**config.mk**
```make
export PLATFORM = sky130hd
export DESIGN_NAME = acp_config_top
export DESIGN_NICKNAME = d
export VERILOG_FILES = /design/src/common/acp_pkg.sv /design/src/common/acp_reg_if.sv /design/src/acp_config_top.sv /design/src/acp_serial_port.sv
export SDC_FILE = /design/constraint.sdc
export NUM_CORES = 1
export LEC_CHECK = 0
export ABC_AREA = 1
export BUFFER_PORTS_ARGS = -buffer_cell sky130_fd_sc_hd__buf_2
export CAP_MARGIN = 10
export CORE_ASPECT_RATIO = 0.7
export CORE_MARGIN = 2
export CORE_UTILIZATION = 40
export DETAILED_ROUTE_END_ITERATION = 16
export GPL_ROUTABILITY_DRIVEN = 0
export GPL_TIMING_DRIVEN = 0
export SYNTH_ARGS = -nofsm -noshare
export SYNTH_HDL_FRONTEND = slang
export SYNTH_HIERARCHICAL = 1
export SYNTH_SLANG_ARGS = --single-unit
```
**constraint.sdc**
```tcl
create_clock -name i_clk_sys -period 2.8 [get_ports i_clk_sys]
set_input_delay 0.42 -clock i_clk_sys [delete_from_list [all_inputs] [get_ports i_clk_sys]]
set_output_delay 0.42 -clock i_clk_sys [all_outputs]
set_load 0.01 [all_outputs]
```
**src/common/acp_pkg.sv**
```systemverilog
//
// Summary of operation
// Serial data pin is bidirectional: input while writing, driven out during readback.
// Serial clock and active-low select are inputs only.
// Controller keeps the port idle when full converter performance is needed.
// Without serial use, data, clock, disable and power-down pins are static controls.
// Board holds select high permanently to disable the serial port.
// Strap mode: data pin high enables stabilizer; clock pin high selects twos complement.
// Output-disable pin high puts data outputs in high impedance; low enables them.
// Power-down pin high powers the chip down; low keeps normal operation.
// Under serial control, power-down and enabled output-disable pins stay in effect.
// With register control, controller holds power-down and output-disable pins low; the bench raises both under serial control.
// Map: chip config 0x00-0x02, index 0x05, transfer 0xFF, functions 0x08-0x102.
// Channel select at 0x05 resets to 0x03, both channels selected.
// Controller writes zero into unused bits of partly implemented addresses.
// Controller never writes addresses whose bits are all open.
// Reset loads configuration registers with their default values.
// Local registers exist per channel; access reaches channels selected in 0x05.
// With both channels selected, a local write updates both copies.
// Controller selects exactly one channel before reading a local register; the bench also reads 0x14 with both selected.
// Read with both channels selected returns the first channel's copy.
// Global registers act regardless of the channel select setting.
// Frame starts with 16-bit instruction: read/write bit, two word-length bits.
// Frame starts at select falling, qualified by following serial clock rise.
// Bits shift most significant first after power-up until port config changes it.
// In read frames the pin is driven only after the last instruction bit.
package acp_pkg;
    // -------------------------------------------------------------------
    // Register addresses
    // -------------------------------------------------------------------
    localparam int ADDR_W = 13;
    localparam logic [12:0] ADDR_PORT_CFG = 13'h0000;
    localparam logic [12:0] ADDR_CHIP_ID = 13'h0001;
    localparam logic [12:0] ADDR_GRADE = 13'h0002;
    localparam logic [12:0] ADDR_CHAN_SEL = 13'h0005;
    localparam logic [12:0] ADDR_CLOCK = 13'h0009;
    localparam logic [12:0] ADDR_OUT_MODE = 13'h0014;
    localparam logic [12:0] ADDR_TRANSFER = 13'h00FF;
    localparam logic [12:0] ADDR_OUT_EN = 13'h0101;
    // -------------------------------------------------------------------
    // Reset values
    // -------------------------------------------------------------------
    localparam logic [7:0] PORT_CFG_RST = 8'h18;
    localparam logic [1:0] CHAN_SEL_RST = 2'h3;
    localparam logic [7:0] CLOCK_RST = 8'h01;
    localparam logic [7:0] OUT_MODE_RST = 8'h00;
    localparam logic [7:0] OUT_EN_RST = 8'h80;
    // -------------------------------------------------------------------
    // Field positions
    // -------------------------------------------------------------------
    localparam int CFG_LSB_HI = 6;
    localparam int CFG_LSB_LO = 1;
    localparam int CFG_SRST_HI = 5;
    localparam int CFG_SRST_LO = 2;
    localparam int CLOCK_STAB_BIT = 0;
    localparam int OUT_MODE_DIS_BIT = 4;
    localparam int OUT_MODE_FMT_BIT = 0;
    localparam int OUT_EN_PIN_BIT = 7;
    localparam int INSTR_RW_BIT = 15;
    localparam int INSTR_LEN_HI = 14;
    localparam int INSTR_LEN_LO = 13;
    localparam logic [3:0] INSTR_LAST = 4'hF;
    localparam logic [2:0] BYTE_LAST = 3'h7;
    localparam logic [1:0] LEN_STREAM = 2'h3;

    typedef enum logic [1:0] {ST_IDLE, ST_INSTR, ST_DATA, ST_DONE}
        acp_state_type;
endpackage

```
**src/common/acp_reg_if.sv**
```systemverilog
`timescale 1ns/10ps
`default_nettype none
interface acp_reg_if;
    import acp_pkg::*;
    logic wr;
    logic rd;
    logic [12:0] addr;
    logic [7:0] wdata;
    logic [7:0] rdata;
    logic lsb_first;
    logic lvl_sclk;
    logic lvl_sdio;
    logic lvl_cs_n;

    modport port (output wr, rd, addr, wdata, lvl_sclk, lvl_sdio, lvl_cs_n,
                  input rdata, lsb_first);
    modport bank (input wr, rd, addr, wdata, lvl_sclk, lvl_sdio, lvl_cs_n,
                  output rdata, lsb_first);
endinterface
`default_nettype wire

```
**src/acp_config_top.sv**
```systemverilog
`timescale 1ns/10ps
`default_nettype none
module acp_config_top
    import acp_pkg::*;
#(
    parameter logic [7:0] CHIP_ID = 8'h5A, // Arbitrary value
    parameter logic [7:0] GRADE = 8'h00
) (
    input wire logic i_clk_sys,
    input wire logic i_rst,
    input wire logic i_port_select_n,
    input wire logic i_serial_clock_format_strap,
    input wire logic i_serial_io_stabilizer_strap,
    output logic o_serial_io_stabilizer_strap,
    output logic o_serial_io_stabilizer_strap_oe,
    input wire logic i_output_disable_pin,
    input wire logic i_power_down_pin,
    output logic o_duty_cycle_stabilizer,
    output logic [1:0] o_twos_complement,
    output logic [1:0] o_outputs_hiz,
    output logic o_power_down,
    output logic o_spi_mode
);
    acp_reg_if bus();

    acp_serial_port u_port (
        .i_clk_sys(i_clk_sys),
        .i_rst(i_rst),
        .i_sclk(i_serial_clock_format_strap),
        .i_cs_n(i_port_select_n),
        .i_sdio(i_serial_io_stabilizer_strap),
        .o_sdio(o_serial_io_stabilizer_strap),
        .o_sdio_oe(o_serial_io_stabilizer_strap_oe),
        .bus(bus.port)
    );

    // -------------------------------------------------------------------
    // Register bank
    // -------------------------------------------------------------------
    logic [1:0] chan_sel_ff;
    logic lsb_first_ff, soft_rst_ff;
    logic [7:0] clock_ff, out_en_ff;
    logic [7:0] out_mode_ff [2];
    logic bank_rst;

    assign bank_rst = i_rst | soft_rst_ff;
    assign bus.lsb_first = lsb_first_ff;

    // Soft reset self-clears: it is a pulse, never stored in the map
    always_ff @(posedge i_clk_sys) begin
        if (i_rst) begin
            soft_rst_ff <= 1'b0;
        end else begin
            soft_rst_ff <= bus.wr && bus.addr == ADDR_PORT_CFG
                && (bus.wdata[CFG_SRST_HI] | bus.wdata[CFG_SRST_LO]);
        end
    end

    always_ff @(posedge i_clk_sys) begin
        if (bank_rst) begin
            chan_sel_ff <= CHAN_SEL_RST;
            lsb_first_ff <= PORT_CFG_RST[CFG_LSB_HI];
            clock_ff <= CLOCK_RST;
            out_en_ff <= OUT_EN_RST;
            out_mode_ff[0] <= OUT_MODE_RST;
            out_mode_ff[1] <= OUT_MODE_RST;
        end else if (bus.wr) begin
            case (bus.addr)
                ADDR_PORT_CFG: begin
                    lsb_first_ff <= bus.wdata[CFG_LSB_HI]
                        | bus.wdata[CFG_LSB_LO];
                end
                ADDR_CHAN_SEL: chan_sel_ff <= bus.wdata[1:0];
                ADDR_CLOCK: clock_ff <= bus.wdata;
                ADDR_OUT_EN: out_en_ff <= bus.wdata;
                ADDR_OUT_MODE: begin
                    for (int i = 0; i < 2; i++) begin
                        if (chan_sel_ff[i]) begin
                            out_mode_ff[i] <= bus.wdata;
                        end
                    end
                end
                default: ;
            endcase
        end
    end

    // Local reads pick channel A whenever its bit is set
    logic [7:0] local_rd;
    logic [7:0] rdata;
    assign local_rd = chan_sel_ff[0] ? out_mode_ff[0]
                    : chan_sel_ff[1] ? out_mode_ff[1] : 8'h00;
    always_comb begin
        case (bus.addr)
            ADDR_PORT_CFG: rdata = {1'b0, lsb_first_ff,
                                    PORT_CFG_RST[5:2], lsb_first_ff, 1'b0};
            ADDR_CHIP_ID: rdata = CHIP_ID;
            ADDR_GRADE: rdata = GRADE;
            ADDR_CHAN_SEL: rdata = {6'h00, chan_sel_ff};
            ADDR_CLOCK: rdata = clock_ff;
            ADDR_OUT_MODE: rdata = local_rd;
            ADDR_OUT_EN: rdata = out_en_ff;
            default: rdata = 8'h00;
        endcase
    end
    assign bus.rdata = rdata;

    // -------------------------------------------------------------------
    // Pin mode and control outputs
    // -------------------------------------------------------------------
    logic oe_m_ff, oe_s_ff, pd_m_ff, pd_s_ff, spi_mode_ff;
    logic stab_ff, pd_ff;
    logic [1:0] fmt_ff, hiz_ff;
    logic pin_hiz;

    always_ff @(posedge i_clk_sys) begin
        if (i_rst) begin
            {oe_m_ff, oe_s_ff, pd_m_ff, pd_s_ff} <= 4'h0;
        end else begin
            {oe_m_ff, oe_s_ff} <= {i_output_disable_pin, oe_m_ff};
            {pd_m_ff, pd_s_ff} <= {i_power_down_pin, pd_m_ff};
        end
    end

    // Any select activity since reset commits the part to serial control
    always_ff @(posedge i_clk_sys) begin
        if (i_rst) begin
            spi_mode_ff <= 1'b0;
        end else if (!bus.lvl_cs_n) begin
            spi_mode_ff <= 1'b1;
        end
    end

    assign pin_hiz = oe_s_ff & (~spi_mode_ff | out_en_ff[OUT_EN_PIN_BIT]);

    always_ff @(posedge i_clk_sys) begin
        if (i_rst) begin
            stab_ff <= 1'b0;
            fmt_ff <= 2'h0;
            hiz_ff <= 2'h0;
            pd_ff <= 1'b0;
        end else begin
            pd_ff <= pd_s_ff;
            for (int i = 0; i < 2; i++) begin
                hiz_ff[i] <= pin_hiz
                    | (spi_mode_ff & out_mode_ff[i][OUT_MODE_DIS_BIT]);
                fmt_ff[i] <= spi_mode_ff ? out_mode_ff[i][OUT_MODE_FMT_BIT]
                                         : bus.lvl_sclk;
            end
            stab_ff <= spi_mode_ff ? clock_ff[CLOCK_STAB_BIT]
                                   : bus.lvl_sdio;
        end
    end

    assign o_duty_cycle_stabilizer = stab_ff;
    assign o_twos_complement = fmt_ff;
    assign o_outputs_hiz = hiz_ff;
    assign o_power_down = pd_ff;
    assign o_spi_mode = spi_mode_ff;

    // -------------------------------------------------------------------
    // Assertions
    // -------------------------------------------------------------------
    AST_CHSEL_RESET:
    assert property (@(posedge i_clk_sys)
        $past(i_rst) |-> chan_sel_ff == CHAN_SEL_RST)
        else $error("channel select not at default after reset");
    AST_BOTH_WRITE:
    assert property (@(posedge i_clk_sys) disable iff (bank_rst)
        bus.wr && bus.addr == ADDR_OUT_MODE && chan_sel_ff == 2'h3
        |=> out_mode_ff[0] == $past(bus.wdata)
            && out_mode_ff[1] == $past(bus.wdata))
        else $error("local write missed a channel");
    AST_READ_CH_A:
    assert property (@(posedge i_clk_sys) disable iff (i_rst)
        bus.addr == ADDR_OUT_MODE && chan_sel_ff[0] |-> rdata == out_mode_ff[0])
        else $error("local read did not return channel A");
    AST_POWER_DOWN_PIN:
    assert property (@(posedge i_clk_sys) disable iff (i_rst)
        $rose(pd_s_ff) |=> o_power_down ##1 o_power_down || !pd_s_ff)
        else $error("power-down pin not followed");
    AST_STRAP_FMT:
    assert property (@(posedge i_clk_sys) disable iff (i_rst)
        !spi_mode_ff ##1 !spi_mode_ff |-> o_duty_cycle_stabilizer
            == $past(bus.lvl_sdio) && o_twos_complement[1] == $past(bus.lvl_sclk))
        else $error("strap level not applied");
    AST_GLOBAL:
    assert property (@(posedge i_clk_sys) disable iff (bank_rst)
        bus.wr && bus.addr == ADDR_CLOCK |=> clock_ff == $past(bus.wdata))
        else $error("global write depended on channel select");
    AST_HIZ_STRAP:
    assert property (@(posedge i_clk_sys) disable iff (i_rst)
        !spi_mode_ff && oe_s_ff |=> o_outputs_hiz == 2'h3)
        else $error("output-disable pin ignored");
    COV_CHSEL_WR: cover property (@(posedge i_clk_sys)
        bus.wr && bus.addr == ADDR_CHAN_SEL);
    COV_BOTH_LOCAL: cover property (@(posedge i_clk_sys)
        bus.wr && bus.addr == ADDR_OUT_MODE && chan_sel_ff == 2'h3);
endmodule
`default_nettype wire

```
**src/acp_serial_port.sv**
```systemverilog
`timescale 1ns/10ps
`default_nettype none
module acp_serial_port
    import acp_pkg::*;
(
    input wire logic i_clk_sys,
    input wire logic i_rst,
    input wire logic i_sclk,
    input wire logic i_cs_n,
    input wire logic i_sdio,
    output logic o_sdio,
    output logic o_sdio_oe,
    acp_reg_if.port bus
);
    // -------------------------------------------------------------------
    // Pin synchronisers
    // -------------------------------------------------------------------
    logic sclk_m_ff, sclk_s_ff, sclk_d_ff;
    logic cs_m_ff, cs_s_ff, cs_d_ff;
    logic sd_m_ff, sd_s_ff;

    always_ff @(posedge i_clk_sys) begin
        if (i_rst) begin
            {sclk_m_ff, sclk_s_ff, sclk_d_ff} <= 3'h0;
            {cs_m_ff, cs_s_ff, cs_d_ff} <= 3'h7;
            {sd_m_ff, sd_s_ff} <= 2'h0;
        end else begin
            {sclk_m_ff, sclk_s_ff, sclk_d_ff} <= {i_sclk, sclk_m_ff, sclk_s_ff};
            {cs_m_ff, cs_s_ff, cs_d_ff} <= {i_cs_n, cs_m_ff, cs_s_ff};
            {sd_m_ff, sd_s_ff} <= {i_sdio, sd_m_ff};
        end
    end

    logic rise, fall, cs_fall;
    assign rise = sclk_s_ff & ~sclk_d_ff;
    assign fall = ~sclk_s_ff & sclk_d_ff;
    assign cs_fall = ~cs_s_ff & cs_d_ff;
    assign bus.lvl_sclk = sclk_s_ff;
    assign bus.lvl_sdio = sd_s_ff;
    assign bus.lvl_cs_n = cs_s_ff;

    function automatic logic [15:0] shift_in(input logic [15:0] sr,
                                             input logic b, input logic lsb);
        shift_in = lsb ? {b, sr[15:1]} : {sr[14:0], b};
    endfunction

    // -------------------------------------------------------------------
    // Frame engine
    // -------------------------------------------------------------------
    acp_state_type state_ff;
    logic [15:0] sr_ff;
    logic [3:0] bit_cnt_ff;
    logic read_ff, wr_ff, rd_ff, load_ff, sdio_ff, oe_ff;
    logic [1:0] len_ff, left_ff;
    logic [12:0] addr_ff;
    logic [7:0] wdata_ff, tx_ff;
    logic [15:0] nxt_sr;
    logic [12:0] nxt_addr;

    assign nxt_sr = shift_in(sr_ff, sd_s_ff, bus.lsb_first);
    assign nxt_addr = bus.lsb_first ? addr_ff + 13'h0001 : addr_ff - 13'h0001;

    always_ff @(posedge i_clk_sys) begin
        if (i_rst || cs_s_ff) begin
            state_ff <= ST_IDLE;
            bit_cnt_ff <= 4'h0;
            oe_ff <= 1'b0;
            wr_ff <= 1'b0;
            rd_ff <= 1'b0;
            load_ff <= 1'b0;
            read_ff <= 1'b0;
            len_ff <= 2'h0;
            left_ff <= 2'h0;
            sr_ff <= 16'h0000;
            addr_ff <= 13'h0000;
            wdata_ff <= 8'h00;
            tx_ff <= 8'h00;
            sdio_ff <= 1'b0;
        end else begin
            wr_ff <= 1'b0;
            rd_ff <= 1'b0;
            load_ff <= rd_ff;
            if (load_ff) begin
                tx_ff <= bus.rdata;
            end
            case (state_ff)
                ST_IDLE: begin
                    // Only rising clocks after select falls count
                    if (cs_fall) begin
                        state_ff <= ST_INSTR;
                        bit_cnt_ff <= 4'h0;
                    end
                end
                ST_INSTR: begin
                    if (rise) begin
                        sr_ff <= nxt_sr;
                        bit_cnt_ff <= bit_cnt_ff + 4'h1;
                        if (bit_cnt_ff == INSTR_LAST) begin
                            state_ff <= ST_DATA;
                            bit_cnt_ff <= 4'h0;
                            read_ff <= nxt_sr[INSTR_RW_BIT];
                            len_ff <= nxt_sr[INSTR_LEN_HI:INSTR_LEN_LO];
                            left_ff <= nxt_sr[INSTR_LEN_HI:INSTR_LEN_LO];
                            addr_ff <= nxt_sr[12:0];
                            rd_ff <= nxt_sr[INSTR_RW_BIT];
                        end
                    end
                end
                ST_DATA: begin
                    // Drive on falling edges so the master samples on rising
                    if (fall && read_ff) begin
                        oe_ff <= 1'b1;
                        sdio_ff <= bus.lsb_first ? tx_ff[0] : tx_ff[7];
                        tx_ff <= bus.lsb_first ? {1'b0, tx_ff[7:1]}
                                               : {tx_ff[6:0], 1'b0};
                    end
                    if (rise) begin
                        sr_ff <= nxt_sr;
                        bit_cnt_ff <= {1'b0, bit_cnt_ff[2:0] + 3'h1};
                        if (bit_cnt_ff[2:0] == BYTE_LAST) begin
                            addr_ff <= nxt_addr;
                            left_ff <= left_ff - 2'h1;
                            wr_ff <= ~read_ff;
                            wdata_ff <= bus.lsb_first ? nxt_sr[15:8]
                                                      : nxt_sr[7:0];
                            if (left_ff == 2'h0 && len_ff != LEN_STREAM) begin
                                state_ff <= ST_DONE;
                            end else begin
                                rd_ff <= read_ff;
                            end
                        end
                    end
                end
                ST_DONE: begin
                    if (fall) begin
                        oe_ff <= 1'b0;
                    end
                end
                default: state_ff <= ST_IDLE;
            endcase
        end
    end

    // Write strobe carries the address of the byte just completed
    logic [12:0] wr_addr_ff;
    always_ff @(posedge i_clk_sys) begin
        if (i_rst) begin
            wr_addr_ff <= 13'h0000;
        end else if (rise && state_ff == ST_DATA) begin
            wr_addr_ff <= addr_ff;
        end
    end

    assign bus.wr = wr_ff;
    assign bus.rd = rd_ff;
    assign bus.addr = wr_ff ? wr_addr_ff : addr_ff;
    assign bus.wdata = wdata_ff;
    assign o_sdio = sdio_ff;
    assign o_sdio_oe = oe_ff;

    // -------------------------------------------------------------------
    // Assertions
    // -------------------------------------------------------------------
    AST_NO_DRIVE_INSTR:
    assert property (@(posedge i_clk_sys) disable iff (i_rst)
        state_ff == ST_INSTR |-> !oe_ff)
        else $error("data pin driven during instruction");
    AST_WR_PULSE:
    assert property (@(posedge i_clk_sys) disable iff (i_rst)
        wr_ff |=> !wr_ff ##1 !wr_ff)
        else $error("write strobe longer than one cycle");
    AST_RD_ONLY_READ:
    assert property (@(posedge i_clk_sys) disable iff (i_rst)
        rd_ff |-> read_ff && !wr_ff)
        else $error("read strobe in a write frame");
    AST_CS_RELEASE:
    assert property (@(posedge i_clk_sys) disable iff (i_rst)
        cs_s_ff |=> !oe_ff)
        else $error("data pin still driven after select rose");
    COV_READ: cover property (@(posedge i_clk_sys) rd_ff);
    COV_DRIVE: cover property (@(posedge i_clk_sys) $rose(oe_ff));
endmodule
`default_nettype wire

```
==> impl_results.rst, run 1 <==
.. list-table::
   :header-rows: 1

   * - Metric
     - Value
   * - Result of the run
     - finished clean
   * - Hold slack final
     - around 0.18 ns
   * - Startpoint kind of the worst setup timing path
     - flop
   * - Most frequent cell after synthesis
     - nand2_1
   * - Router iterations before antenna repair
     - 6
   * - Number of fill cells
     - approximately 1,700
   * - Arrival @ worst endpoint
     - a little under 3 ns
   * - Setup slack of the worst register-to-register path
     - around 0.24 ns
   * - Remaining design rule violation count
     - 0
   * - Register area share after synthesis
     - about two fifths
   * - Most common library cells after synthesis
     - nand2_1, dfxtp_1, a21oi_1, inv_1, nor2_1
   * - Hold path startpoint
     - i_port_select_n
   * - Setup repair after global routing missed its margin
     - no
   * - Bufs on Longest Clock Path
     - 2
   * - Core area
     - between 15,000 and 20,000 um^2
   * - Largest net degree at the start of global routing
     - 22
   * - First-pass GRT wire length
     - about 29,000 um
   * - Avg WL per Cell
     - 15.5 um
   * - Net Count, Synth
     - 935
   * - Fin area
     - roughly 7600 um^2
   * - Estimated wirelength of the detail-placed design
     - between 10,000 and 15,000 um
   * - Area taken by multi-input logic gates
     - 3330 um^2
   * - Inserted Clock Buffers
     - 17
   * - Share of the synthesized area in the top cell type
     - between 30% and 40%
   * - Number of endpoints with negative hold slack in the final report
     - 0
   * - Minimum clock period
     - about 2.6 ns
   * - Static leakage
     - between 0.002 and 0.003 uW
   * - EDFF count, synth
     - 16
   * - Syn Std Cell Area
     - between 6000 and 7000 um^2
   * - Instance area at placement
     - approximately 7100 um^2
   * - Post-synth cell types
     - 42
   * - Count of antenna diodes in the layout
     - 0
   * - Count of hold buffers inserted by post-cts repair
     - 0
   * - Largest fanout on the critical path
     - 10
   * - Number of rows created at floorplan
     - 39
   * - Clock transition at the register clock pins on the worst setup and hold paths after CTS
     - about 0.060 ns
   * - Clock tree sinks
     - approximately 130
   * - Final Routed Wirelength
     - approximately 18,000 um
   * - Overall die area
     - around 18,000 um^2
   * - Root buf cell
     - clkbuf_16
   * - Synthesized area per cell
     - 7.37 um^2
   * - Number of vias per cell
     - between 5 and 6
   * - Storage element area
     - ~2700 um^2
   * - Total setup violations reported at the end of the flow
     - 0
   * - Max Fclk
     - 391 MHz
   * - Clock Latency Late Sink
     - between 0.4 and 0.5 ns
   * - Share of post-route cells with drive strength above 1
     - a little over an eighth
   * - Period utilisation layout
     - 91.3%
   * - WHS Endpoint
     - u_port/cs_m_ff
   * - I/O pins
     - 16
   * - Most area-consuming cells after synthesis
     - dfxtp_1, nand2_1, a21oi_1, edfxtp_1, inv_1
   * - Global route total overflow
     - 0
   * - Die height
     - around 110 um
   * - Total Negative Setup Slacks
     - 0 ns
   * - Die Span X
     - approximately 160 um
   * - Layout overhead on the synthesized area
     - 14.1%
   * - Hold crit path type
     - in2reg
   * - Number of nets in the final layout
     - 969
   * - Cell taking the most area after synthesis
     - dfxtp_1
   * - Vias in the first global route
     - roughly 5,500
   * - Category of the critical setup timing path
     - reg2reg
   * - Maximum vdd ir drop
     - 0.000325 V
   * - Count of buffers inserted at the top-level ports
     - 15
   * - Max capacitance violation total
     - 0
   * - Sort of element at the end of the critical path
     - flop
   * - Asr flop ratio synth
     - 0%
   * - Endpoint required time on the critical path
     - 3.13 ns
   * - R2r worst-path depth
     - 12
   * - Count of warnings emitted by yosys
     - 6
   * - Instance count along the most critical hold path
     - 2
   * - Worst clock skew
     - 0.0132 ns
   * - Initial antenna violation count
     - 0
   * - Worst r2r src
     - u_port/bus.wr
   * - Power per standard cell area
     - between 500 and 600 nW/um^2
   * - Initial core utilization
     - between 40% and 50%
   * - Main synth FF type
     - dfxtp_1
   * - Number of antenna-violating nets in the routed design
     - 0
   * - Terminus of the critical flop-to-flop path
     - u_port/tx_ff[7]
   * - Violation count after the first detailed-routing iteration
     - 530
   * - Via count
     - roughly 6,100
   * - Slew @ Worst Pin
     - around 0.95 ns
   * - Cells after Synth
     - 908
   * - Final max-slew violation count
     - 0
   * - Total global routing track utilization
     - a little over a fifth
   * - CTS tree
     - done
   * - Worst-case headroom to the max-slew limit
     - a little over a third
   * - H-tree Lvls
     - 4
   * - Flip-flop and latch count after synthesis
     - approximately 130
## layer usage
| layer | global-route usage [%] | vias up | routed length (um) |
|---|---|---|---|
| li1 | - | 3076 | - |
| met1 | 34.5 | 2767 | 9700 |
| met2 | 26.4 | 208 | 6760 |
| met3 | 5.75 | 29 | 1560 |
| met4 | 6.19 | 0 | 281 |
| met5 | 0 | - | 0 |
## how the worst max path moves through the flow
stage / start / to / slack, ns / depth (start not counted)
after global routing: u_port/bus.wr / u_port/tx_ff[1] / 0.02 / 14
after global placement: u_port/bus.wr / out_mode_ff[0][10] / -0.81 / 8
final: u_port/bus.wr / u_port/tx_ff[7] / 0.24 / 12
after floorplan: u_port/bus.wr / out_mode_ff[0][10] / 0.09 / 8
after CTS: u_port/bus.wr / out_mode_ff[0][8] / 0.02 / 9
after detailed placement: u_port/bus.wr / out_mode_ff[0][10] / -0.36 / 9
## stage by stage
stage | std cells | worst slack (ns) | utilization (%) | power (uW)
final | 1180 | 0.243 | 46.7 | 4080
after floorplan | 908 | 0.0900 | - | 2000
after CTS | 1181 | 0.0203 | 46.6 | 4100
after detailed placement | 1149 | -0.358 | 43.2 | 2030
after global placement | 1148 | -0.815 | 43.1 | 2030
after global routing | 1180 | 0.0209 | 46.7 | 4200
## cells in the final DEF (no fill, tap or decap), types with 2 or more instances in the layout
| cell | Yosys | layout |
|---|---|---|
| a31oi_1 | 2 | 2 |
| nand3_1 | 58 | 57 |
| o21ai_0 | 60 | 59 |
| o211ai_1 | 4 | 4 |
| nand3_2 | 7 | 8 |
| xnor2_1 | 5 | 5 |
| nand4_1 | 21 | 21 |
| buf_2 | 10 | 26 |
| ha_1 | 19 | 19 |
| or2_2 | 2 | 2 |
| clkbuf_16 | 0 | 18 |
| clkinv_2 | 0 | 4 |
| nor2_2 | 13 | 13 |
| nor3_1 | 11 | 11 |
| nor2_1 | 95 | 95 |
| nor2_8 | 3 | 3 |
| buf_6 | 5 | 5 |
| o21ai_1 | 5 | 6 |
| edfxtp_1 | 16 | 16 |
| nand2_2 | 4 | 5 |
| a21oi_1 | 111 | 110 |
| nand3_4 | 2 | 2 |
| nand2_1 | 156 | 155 |
| clkbuf_2 | 0 | 3 |
| inv_6 | 0 | 4 |
| inv_1 | 111 | 111 |
| xor2_1 | 3 | 3 |
| clkbuf_1 | 23 | 19 |
| clkinvlp_4 | 0 | 3 |
| a21oi_2 | 7 | 8 |
| inv_2 | 7 | 7 |
| a211oi_1 | 15 | 15 |
| dfxtp_1 | 113 | 112 |
| clkinv_4 | 0 | 3 |
| nor2_4 | 7 | 7 |
## cell families (layout without fill, tap and decap cells)
family	after synthesis	count (layout)	share of synthesized area [%]
simple gates	379	379	26.6
compound gates	212	212	17.6
buf+inv	159	206	9.75
flops	129	129	41.0
fa+ha+maj	20	20	3.85
xor+xnor	8	8	1.05
mux	1	1	0.149
## critical path, stage by stage, from the launching register on
cell	delay [ns]
dfxtp_2	0.45
clkbuf_2	0.23
clkbuf_2	0.26
a21oi_1	0.12
nor2_1	0.14
nand3_2	0.18
inv_2	0.17
nand3_2	0.16
nor2_2	0.21
nand2_1	0.08
nand3_1	0.14
mux2i_1	0.10
a211oi_1	0.21
## final cells by class
| class | instances | area share, % |
|---|---|---|
| sequential | 129 | 35.9 |
| clock inverter | 14 | 1.36 |
| inverter | 119 | 5.88 |
| clock buffer | 18 | 5.90 |
| multi-input combinational | 620 | 43.5 |
| buffer | 39 | 2.67 |
| tap | 225 | 3.69 |
| timing repair buffer | 16 | 1.05 |
## registers in the layout, indices dropped and copies added, names as in the netlist, 2 cells and up
name	cells
u_port/tx_ff	8
chan_sel_ff	2
u_port/wr_addr_ff	13
u_port/state_ff	2
u_port/addr_ff	13
u_port/bus.wdata	8
u_port/sr_ff	16
u_port/len_ff	2
out_en_ff	8
out_mode_ff	16
u_port/left_ff	2
o_twos_complement	2
u_port/bit_cnt_ff	4
clock_ff	8
o_outputs_hiz	2
## power by group
| group | leakage, uW | total [uW] | switching (uW) | internal (uW) |
|---|---|---|---|---|
| Clock | 0.000268 | 2090 | 895 | 1190 |
| Combinational | 0.00162 | 90.9 | 63.4 | 27.5 |
| Sequential | 0.00108 | 1900 | 9.88 | 1890 |
| Total | 0.00296 | 4080 | 968 | 3110 |
## repair_timing
| item | 4_1_cts | 5_1_grt |
|---|---|---|
| cloned | 0 | 0 |
| endpoints found under the hold margin | 0 | 0 |
| buffers inserted | 0 | 0 |
| resized for setup | 5 | 6 |
| setup endpoints to repair | 23 | 30 |
Note: power is estimated with default switching activity, not from simulation.
==> run 2: changes to the inputs <==
--- a/config.mk
+++ b/config.mk
@@ -8,8 +8,8 @@
 export ABC_AREA = 1
 export BUFFER_PORTS_ARGS = -buffer_cell sky130_fd_sc_hd__buf_2
 export CAP_MARGIN = 10
-export CORE_ASPECT_RATIO = 0.7
-export CORE_MARGIN = 2
+export CORE_ASPECT_RATIO = 0.6
+export CORE_MARGIN = 5
 export CORE_UTILIZATION = 40
 export DETAILED_ROUTE_END_ITERATION = 16
 export GPL_ROUTABILITY_DRIVEN = 0
==> run 2 against run 1 <==
  * Clock power increased by 7%
  * Combinational power shrank 0.6%
  * Via count grew 0.46%
  * Setup slack got worse by 0.068 ns
  * Maximum frequency decreased by 2.6%
  * Global-route usage is 1.6 points lower
  * Core utilization rose by 0.13 points
  * Sequential share of layout area down 0.11 points
  * Power grew 3.5%
  * Die area increased by 9.6%
  * Critical endpoint is now out_mode_ff[0][13]
  * Largest cell class unchanged
  * Highest routed layer unchanged
==> impl_results.rst, run 2 (synthesis results as in run 1) <==
.. list-table::
   :header-rows: 1

   * - Metric
     - Value
   * - Maximum vdd ir drop
     - 0.000342 V (+5.1%)
   * - Category of the critical setup timing path
     - reg2reg
   * - Number of fill cells
     - 1,661 (-0.12%)
   * - H-tree Lvls
     - 4 (unchanged)
   * - Initial antenna violation count
     - 0 (unchanged)
   * - Die Span X
     - 177 um (+12%)
   * - Clock tree sinks
     - 129 (unchanged)
   * - Estimated wirelength of the detail-placed design
     - 14,200 um (+3.7%)
   * - Number of vias per cell
     - 5.16 (+0.21%)
   * - Slew @ Worst Pin
     - 0.976 ns (+0.0239 ns)
   * - Leading cell type in the layout, fill and taps excluded
     - nand2_1
   * - Max Fclk
     - 381 MHz (-2.6%)
   * - Largest fanout on the critical path
     - 10 (unchanged)
   * - Avg WL per Cell
     - 15.7 um (+1.1%)
   * - Number of antenna-violating nets in the routed design
     - 0 (unchanged)
   * - Number of endpoints with negative hold slack in the final report
     - 0 (unchanged)
   * - Count of buffers inserted at the top-level ports
     - 15 (unchanged)
   * - Via count
     - 6,108 (+0.46%)
   * - Period utilisation layout
     - 93.7% (+2.4 points)
   * - Max capacitance violation total
     - 0 (unchanged)
   * - Clock Latency Late Sink
     - 0.42 ns (about the same)
   * - Endpoint required time on the critical path
     - 2.91 ns (-0.22 ns)
   * - Share of post-route cells with drive strength above 1
     - 12.9% (-0.42 points)
   * - Worst clock skew
     - 0.0127 ns (-0.000494 ns)
   * - Number of nets in the final layout
     - 969 (unchanged)
   * - Final max-slew violation count
     - 0 (unchanged)
   * - Vias in the first global route
     - 5,385 (-1.5%)
   * - Total global routing track utilization
     - 19.7% (-1.6 points)
   * - Commonest cells after routing, fill and taps aside
     - nand2_1, dfxtp_1, inv_1, a21oi_1, nor2_1
   * - Bufs on Longest Clock Path
     - 2 (unchanged)
   * - Remaining design rule violation count
     - 0 (unchanged)
   * - Layout overhead on the synthesized area
     - 14.4%
   * - Core area
     - 16,400 um^2 (about the same)
   * - Overall die area
     - 19,500 um^2 (+9.6%)
   * - Arrival @ worst endpoint
     - 2.74 ns (-0.15 ns)
   * - Final Routed Wirelength
     - 18,500 um (+1.3%)
   * - Worst-case headroom to the max-slew limit
     - 34.9% (-1.6 points)
   * - Power per standard cell area
     - 551 nW/um^2 (+3.2%)
   * - Fin worst setup slack
     - 0.175 ns (-0.0678 ns)
   * - Startpoint kind of the worst setup timing path
     - flop
   * - Root buf cell
     - clkbuf_16
   * - Overall power consumption
     - 4220 uW (+3.5%)
   * - CTS tree
     - done
   * - Largest net degree at the start of global routing
     - 27 (+23%)
   * - Post-CTS setup repair buffer count
     - 0 (unchanged)
   * - Clock transition at the register clock pins on the worst setup and hold paths after CTS
     - 0.06 ns (about the same)
   * - Hold slack final
     - 0.185 ns (-0.000135 ns)
   * - Initial core utilization
     - 41.0% (about the same)
   * - Violation count after the first detailed-routing iteration
     - 626 (+18%)
   * - Setup repair after global routing missed its margin
     - no
   * - Router iterations before antenna repair
     - 5 (-1)
   * - Static leakage
     - 0.00298 uW (+0.52%)
   * - Result of the run
     - finished clean
   * - Count of placed standard cells including taps
     - 1,152 (+0.26%)
   * - Global route total overflow
     - 0 (unchanged)
   * - Hold crit path type
     - in2reg
   * - Number of standard cells in the final layout excluding fillers
     - 1,183 (+0.25%)
   * - Minimum clock period
     - 2.62 ns (+0.0678 ns)
   * - First-pass GRT wire length
     - 29,800 um (+2.4%)
   * - Total setup violations reported at the end of the flow
     - 0 (unchanged)
   * - Regs by FF count
     - out_mode_ff (16), u_port/sr_ff (16)
   * - Count of antenna diodes in the layout
     - 0 (unchanged)
   * - I/O pins
     - 16 (unchanged)
   * - Inserted Clock Buffers
     - 17 (unchanged)
   * - Number of rows created at floorplan
     - 36 (-7.7%)
   * - Worst Setup Slack post-DPL
     - -0.297 ns (+0.0614 ns)
   * - Die height
     - 110 um (-1.8%)
   * - Sort of element at the end of the critical path
     - flop
==> run 2: what timing repair did <==
item                       CTS  global route
hold buffers                 0             0
setup endpoints to repair   26            19
gates resized for setup      5             2
==> run 2: final timing paths <==
| path | startpoint | endpoint | slack [ns] | cells past startpoint |
|---|---|---|---|---|
| worst min-delay path | i_port_select_n | u_port/cs_m_ff | 0.18 | 2 |
| worst min register to register | pd_s_ff | o_power_down | 0.40 | 2 |
| worst max register to register | u_port/bus.wr | out_mode_ff[0][13] | 0.18 | 9 |
| worst max-delay path | u_port/bus.wr | out_mode_ff[0][13] | 0.18 | 9 |
==> run 2: cell type report <==
cell class	instances	area (um^2)	share of cell area [%]
Buffer	39	204	2.66
Clock buffer	21	460	6.01
Clock inverter	11	130	1.70
Inverter	119	449	5.86
Multi-Input combinational cell	620	3310	43.2
Sequential cell	129	2740	35.8
Tap cell	228	285	3.72
Timing Repair Buffer	16	80.1	1.05
==> run 2: per-stage QoR <==
step	TNS (ns)	util [%]	area, um^2
finish	0	46.9	7660
CTS	0	46.8	7660
global placement	-8.32	43.2	7060
detailed placement	-4.11	43.2	7060
global route	0	46.9	7660
floorplan	0	-	6700
==> run 2: power by group <==
part           switching, uW  internal (uW)  leakage [uW]
Combinational           63.3           27.1       0.00162
Clock                    862           1370      0.000285
Sequential              9.86           1890       0.00108
Total                    935           3290       0.00298
==> run 2: metal layers <==
layer / up-vias / global-route usage [%] / wire length (um)
met5: - / 0 / 0
met4: 0 / 3.59 / 136
met3: 14 / 4.12 / 1500
met2: 224 / 23.7 / 6400
met1: 2781 / 33.9 / 10500
li1: 3089 / - / -
==> run 2: worst max-delay path, stage by stage (launching register included) <==
cell      delay (ns)
dfxtp_2         0.44
clkbuf_2        0.24
clkbuf_2        0.25
a21oi_1         0.12
nor2_1          0.13
nand3_2         0.16
inv_2           0.15
nand3_1         0.21
o31ai_2         0.34
buf_2           0.26
==> run 3: changes to the inputs <==
==> constraint.sdc (replaced) <==
create_clock -name i_clk_sys -period 2.4 [get_ports i_clk_sys]
set_input_delay 0.36 -clock i_clk_sys [delete_from_list [all_inputs] [get_ports i_clk_sys]]
set_output_delay 0.36 -clock i_clk_sys [all_outputs]
set_load 0.01 [all_outputs]
==> run 3 against run 2 <==
  * Sequential share of layout area decreased by 1.2 points
  * Highest routed layer unchanged
  * Hold slack got worse by 0.058 ns
  * Power increased by 21%
==> impl_results.rst, run 3 (synthesis results as in run 1) <==
.. list-table::
   :header-rows: 1

   * - Metric
     - Value
   * - Result of the run
     - finished clean
   * - Root buf cell
     - clkbuf_16
   * - Share of post-route cells with drive strength above 1
     - 15.7% (+2.8 points)
   * - Count of antenna diodes in the layout
     - 0 (unchanged)
   * - Commonest cells after routing, fill and taps aside
     - nand2_1, dfxtp_1, inv_1
   * - Clock Latency Late Sink
     - 0.43 ns (about the same)
   * - Final max-slew violation count
     - 0 (unchanged)
   * - First-pass GRT wire length
     - 30,400 um (+2.3%)
   * - Violation count after the first detailed-routing iteration
     - 545 (-13%)
   * - Worst clock skew
     - 0.0104 ns (-0.00233 ns)
   * - Total setup violations reported at the end of the flow
     - 0 (unchanged)
   * - CTS tree
     - done
   * - Regs by FF count
     - out_mode_ff (16), u_port/sr_ff (16)
   * - Largest fanout on the critical path
     - 10 (unchanged)
   * - Total Negative Setup Slacks
     - 0 ns (unchanged)
   * - Switching Fraction
     - 23.1% (+0.98 points)
   * - Via count
     - 6,217 (+1.8%)
   * - I/O pins
     - 16 (unchanged)
   * - Slew @ Worst Pin
     - 0.743 ns (-0.233 ns)
   * - Max capacitance violation total
     - 0 (unchanged)
   * - Terminus of the critical flop-to-flop path
     - u_port/tx_ff[2]
   * - Instance area at placement
     - 7070 um^2 (+0.12%)
   * - Number of standard cells in the final layout excluding fillers
     - 1,195 (+1.0%)
   * - Leading cell type in the layout, fill and taps excluded
     - nand2_1
   * - Maximum vdd ir drop
     - 0.000493 V (+44%)
   * - Vias in the first global route
     - 5,480 (+1.8%)
   * - Overall power consumption
     - 5090 uW (+21%)
   * - Router iterations before antenna repair
     - 5 (unchanged)
   * - H-tree Lvls
     - 4 (unchanged)
   * - Count of buffers inserted at the top-level ports
     - 15 (unchanged)
   * - Inserted Clock Buffers
     - 17 (unchanged)
   * - Minimum clock period
     - 2.23 ns (-0.390 ns)
   * - Layout overhead on the synthesized area
     - 18.5%
   * - Remaining design rule violation count
     - 0 (unchanged)
   * - Initial antenna violation count
     - 0 (unchanged)
   * - Count of placed standard cells including taps
     - 1,151 (-0.087%)
   * - Number of vias per cell
     - 5.20 (+0.76%)
   * - Startpoint kind of the worst setup timing path
     - flop
   * - Core area
     - 16,400 um^2 (unchanged)
   * - Initial core utilization
     - 41.0% (unchanged)
   * - Die height
     - 110 um (unchanged)
   * - Static leakage
     - 0.00308 uW (+3.4%)
   * - Category of the critical setup timing path
     - reg2reg
   * - Count of hold buffers inserted by post-cts repair
     - 0 (unchanged)
   * - Largest net degree at the start of global routing
     - 17 (-37%)
   * - WHS Endpoint
     - u_port/cs_m_ff
   * - Hold crit path type
     - in2reg
   * - Sequential share of power
     - 43.6% (-1.4 points)
   * - Overall die area
     - 19,500 um^2 (unchanged)
   * - Instance count along the most critical hold path
     - 2 (unchanged)
   * - Power per standard cell area
     - 641 nW/um^2 (+16%)
   * - Setup slack of the worst register-to-register path
     - 0.17 ns (about the same)
   * - Worst r2r src
     - u_port/bus.wr
   * - Period utilisation layout
     - 93.1% (-0.62 points)
   * - Reported net switching power
     - 1180 uW (+26%)
   * - Total global routing track utilization
     - 20.3% (+0.66 points)
   * - Fin area
     - 7930 um^2 (+3.6%)
   * - CP Launch Point
     - u_port/bus.wr
   * - Number of antenna-violating nets in the routed design
     - 0 (unchanged)
   * - Cell internal power dissipation
     - 3910 uW (+19%)
   * - Part of the total power dissipated in the clock network
     - 54.2% (+1.4 points)
   * - Clock tree sinks
     - 129 (unchanged)
   * - R2r worst-path depth
     - 14 (+5)
   * - Number of rows created at floorplan
     - 36 (unchanged)
   * - Number of nets in the final layout
     - 981 (+1.2%)
   * - Endpoint required time on the critical path
     - 2.72 ns (-0.19 ns)
   * - Estimated wirelength of the detail-placed design
     - 14,400 um (+1.2%)
   * - Part of the total power dissipated in combinational logic
     - 2.2% (about the same)
   * - Max Fclk
     - 447 MHz (+17%)
   * - Sort of element at the end of the critical path
     - flop
   * - Global route total overflow
     - 0 (unchanged)
   * - Final Routed Wirelength
     - 19,200 um (+3.5%)
   * - Clock transition at the register clock pins on the worst setup and hold paths after CTS
     - 0.06 ns (about the same)
   * - Bufs on Longest Clock Path
     - 2 (unchanged)
   * - Number of endpoints with negative hold slack in the final report
     - 0 (unchanged)
   * - Avg WL per Cell
     - 16.1 um (+2.5%)
   * - Die Span X
     - 177 um (unchanged)
   * - Arrival @ worst endpoint
     - 2.56 ns (-0.18 ns)
   * - Hold path startpoint
     - i_port_select_n
   * - Worst-case headroom to the max-slew limit
     - 50.4% (+16 points)
-- run 3: cell count changes in the layout (fill, tap and decap cells not counted), moves of 3 or more --
cell | before | now
a21oi_2 | 7 | 14
buf_4 | 1 | 10
a21oi_1 | 111 | 104
buf_6 | 5 | 8
inv_6 | 2 | 6
clkbuf_2 | 3 | 0
buf_12 | 0 | 3
-- run 3: layout make-up --
class                      count  area, um^2
inverter                     119         455
timing repair buffer          27         203
tap                          228         285
multi-input combinational    620        3390
clock inverter                15         196
clock buffer                  17         425
timing repair inverter         1        5.00
sequential                   129        2750
buffer                        39         225
fill                        1625        8420
-- run 3: through the flow --
step	worst slack, ns	hold slack, ns	utilization, %
6_report	0.165	0.126	48.5
5_1_grt	-0.00193	0.125	48.5
4_1_cts	0.00613	0.110	47.4
3_5_place_dp	-0.671	0.395	43.2
3_3_place_gp	-0.681	0.390	43.2
2_1_floorplan	0.00885	0.388	-
-- run 3: worst max-delay path: stages, from the launching register on --
cell and delay [ns]:
dfxtp_4 0.39, buf_6 0.14, buf_6 0.15, nand2_1 0.08, o21ai_2 0.08, inv_2 0.07, nor2_4 0.17, nand3_4 0.11
nor2_8 0.15, buf_4 0.14, buf_6 0.13, nand3_1 0.08, nand4_1 0.11, a211oi_1 0.07, nor3_1 0.26
-- run 3: worst max path at each step --
stage	endpoint	cells after the start
floorplan	out_mode_ff[0][0]	10
finish	u_port/tx_ff[2]	14
global placement	out_mode_ff[0][1]	10
CTS	u_port/tx_ff[1]	13
global route	u_port/tx_ff[7]	13
detailed placement	out_mode_ff[0][2]	10
-- run 3: power by group through the flow --
| stage | clock network (uW) | registers [uW] | logic (uW) |
|---|---|---|---|
| global placement | 0 | 2270 | 105 |
| finish | 2760 | 2220 | 112 |
| floorplan | 0 | 2260 | 67.3 |
| global route | 2900 | 2220 | 127 |
| detailed placement | 0 | 2270 | 105 |
| CTS | 2800 | 2220 | 112 |
-- run 3: repair_timing --
action | 4_1_cts | 5_1_grt
pin swaps | 1 | 6
gates cloned | 1 | 0
buffers inserted | 2 | 10
resized for setup | 13 | 26
endpoints found under the setup margin | 71 | 48
-- run 3: layer usage --
layer / vias to the layer above / global-route usage, % / routed length [um]
met2: 192 / 24.8 / 6770
met3: 19 / 5.28 / 1380
li1: 3109 / - / -
met4: 0 / 5.13 / 175
met5: - / 0 / 0
met1: 2897 / 33.7 / 10900
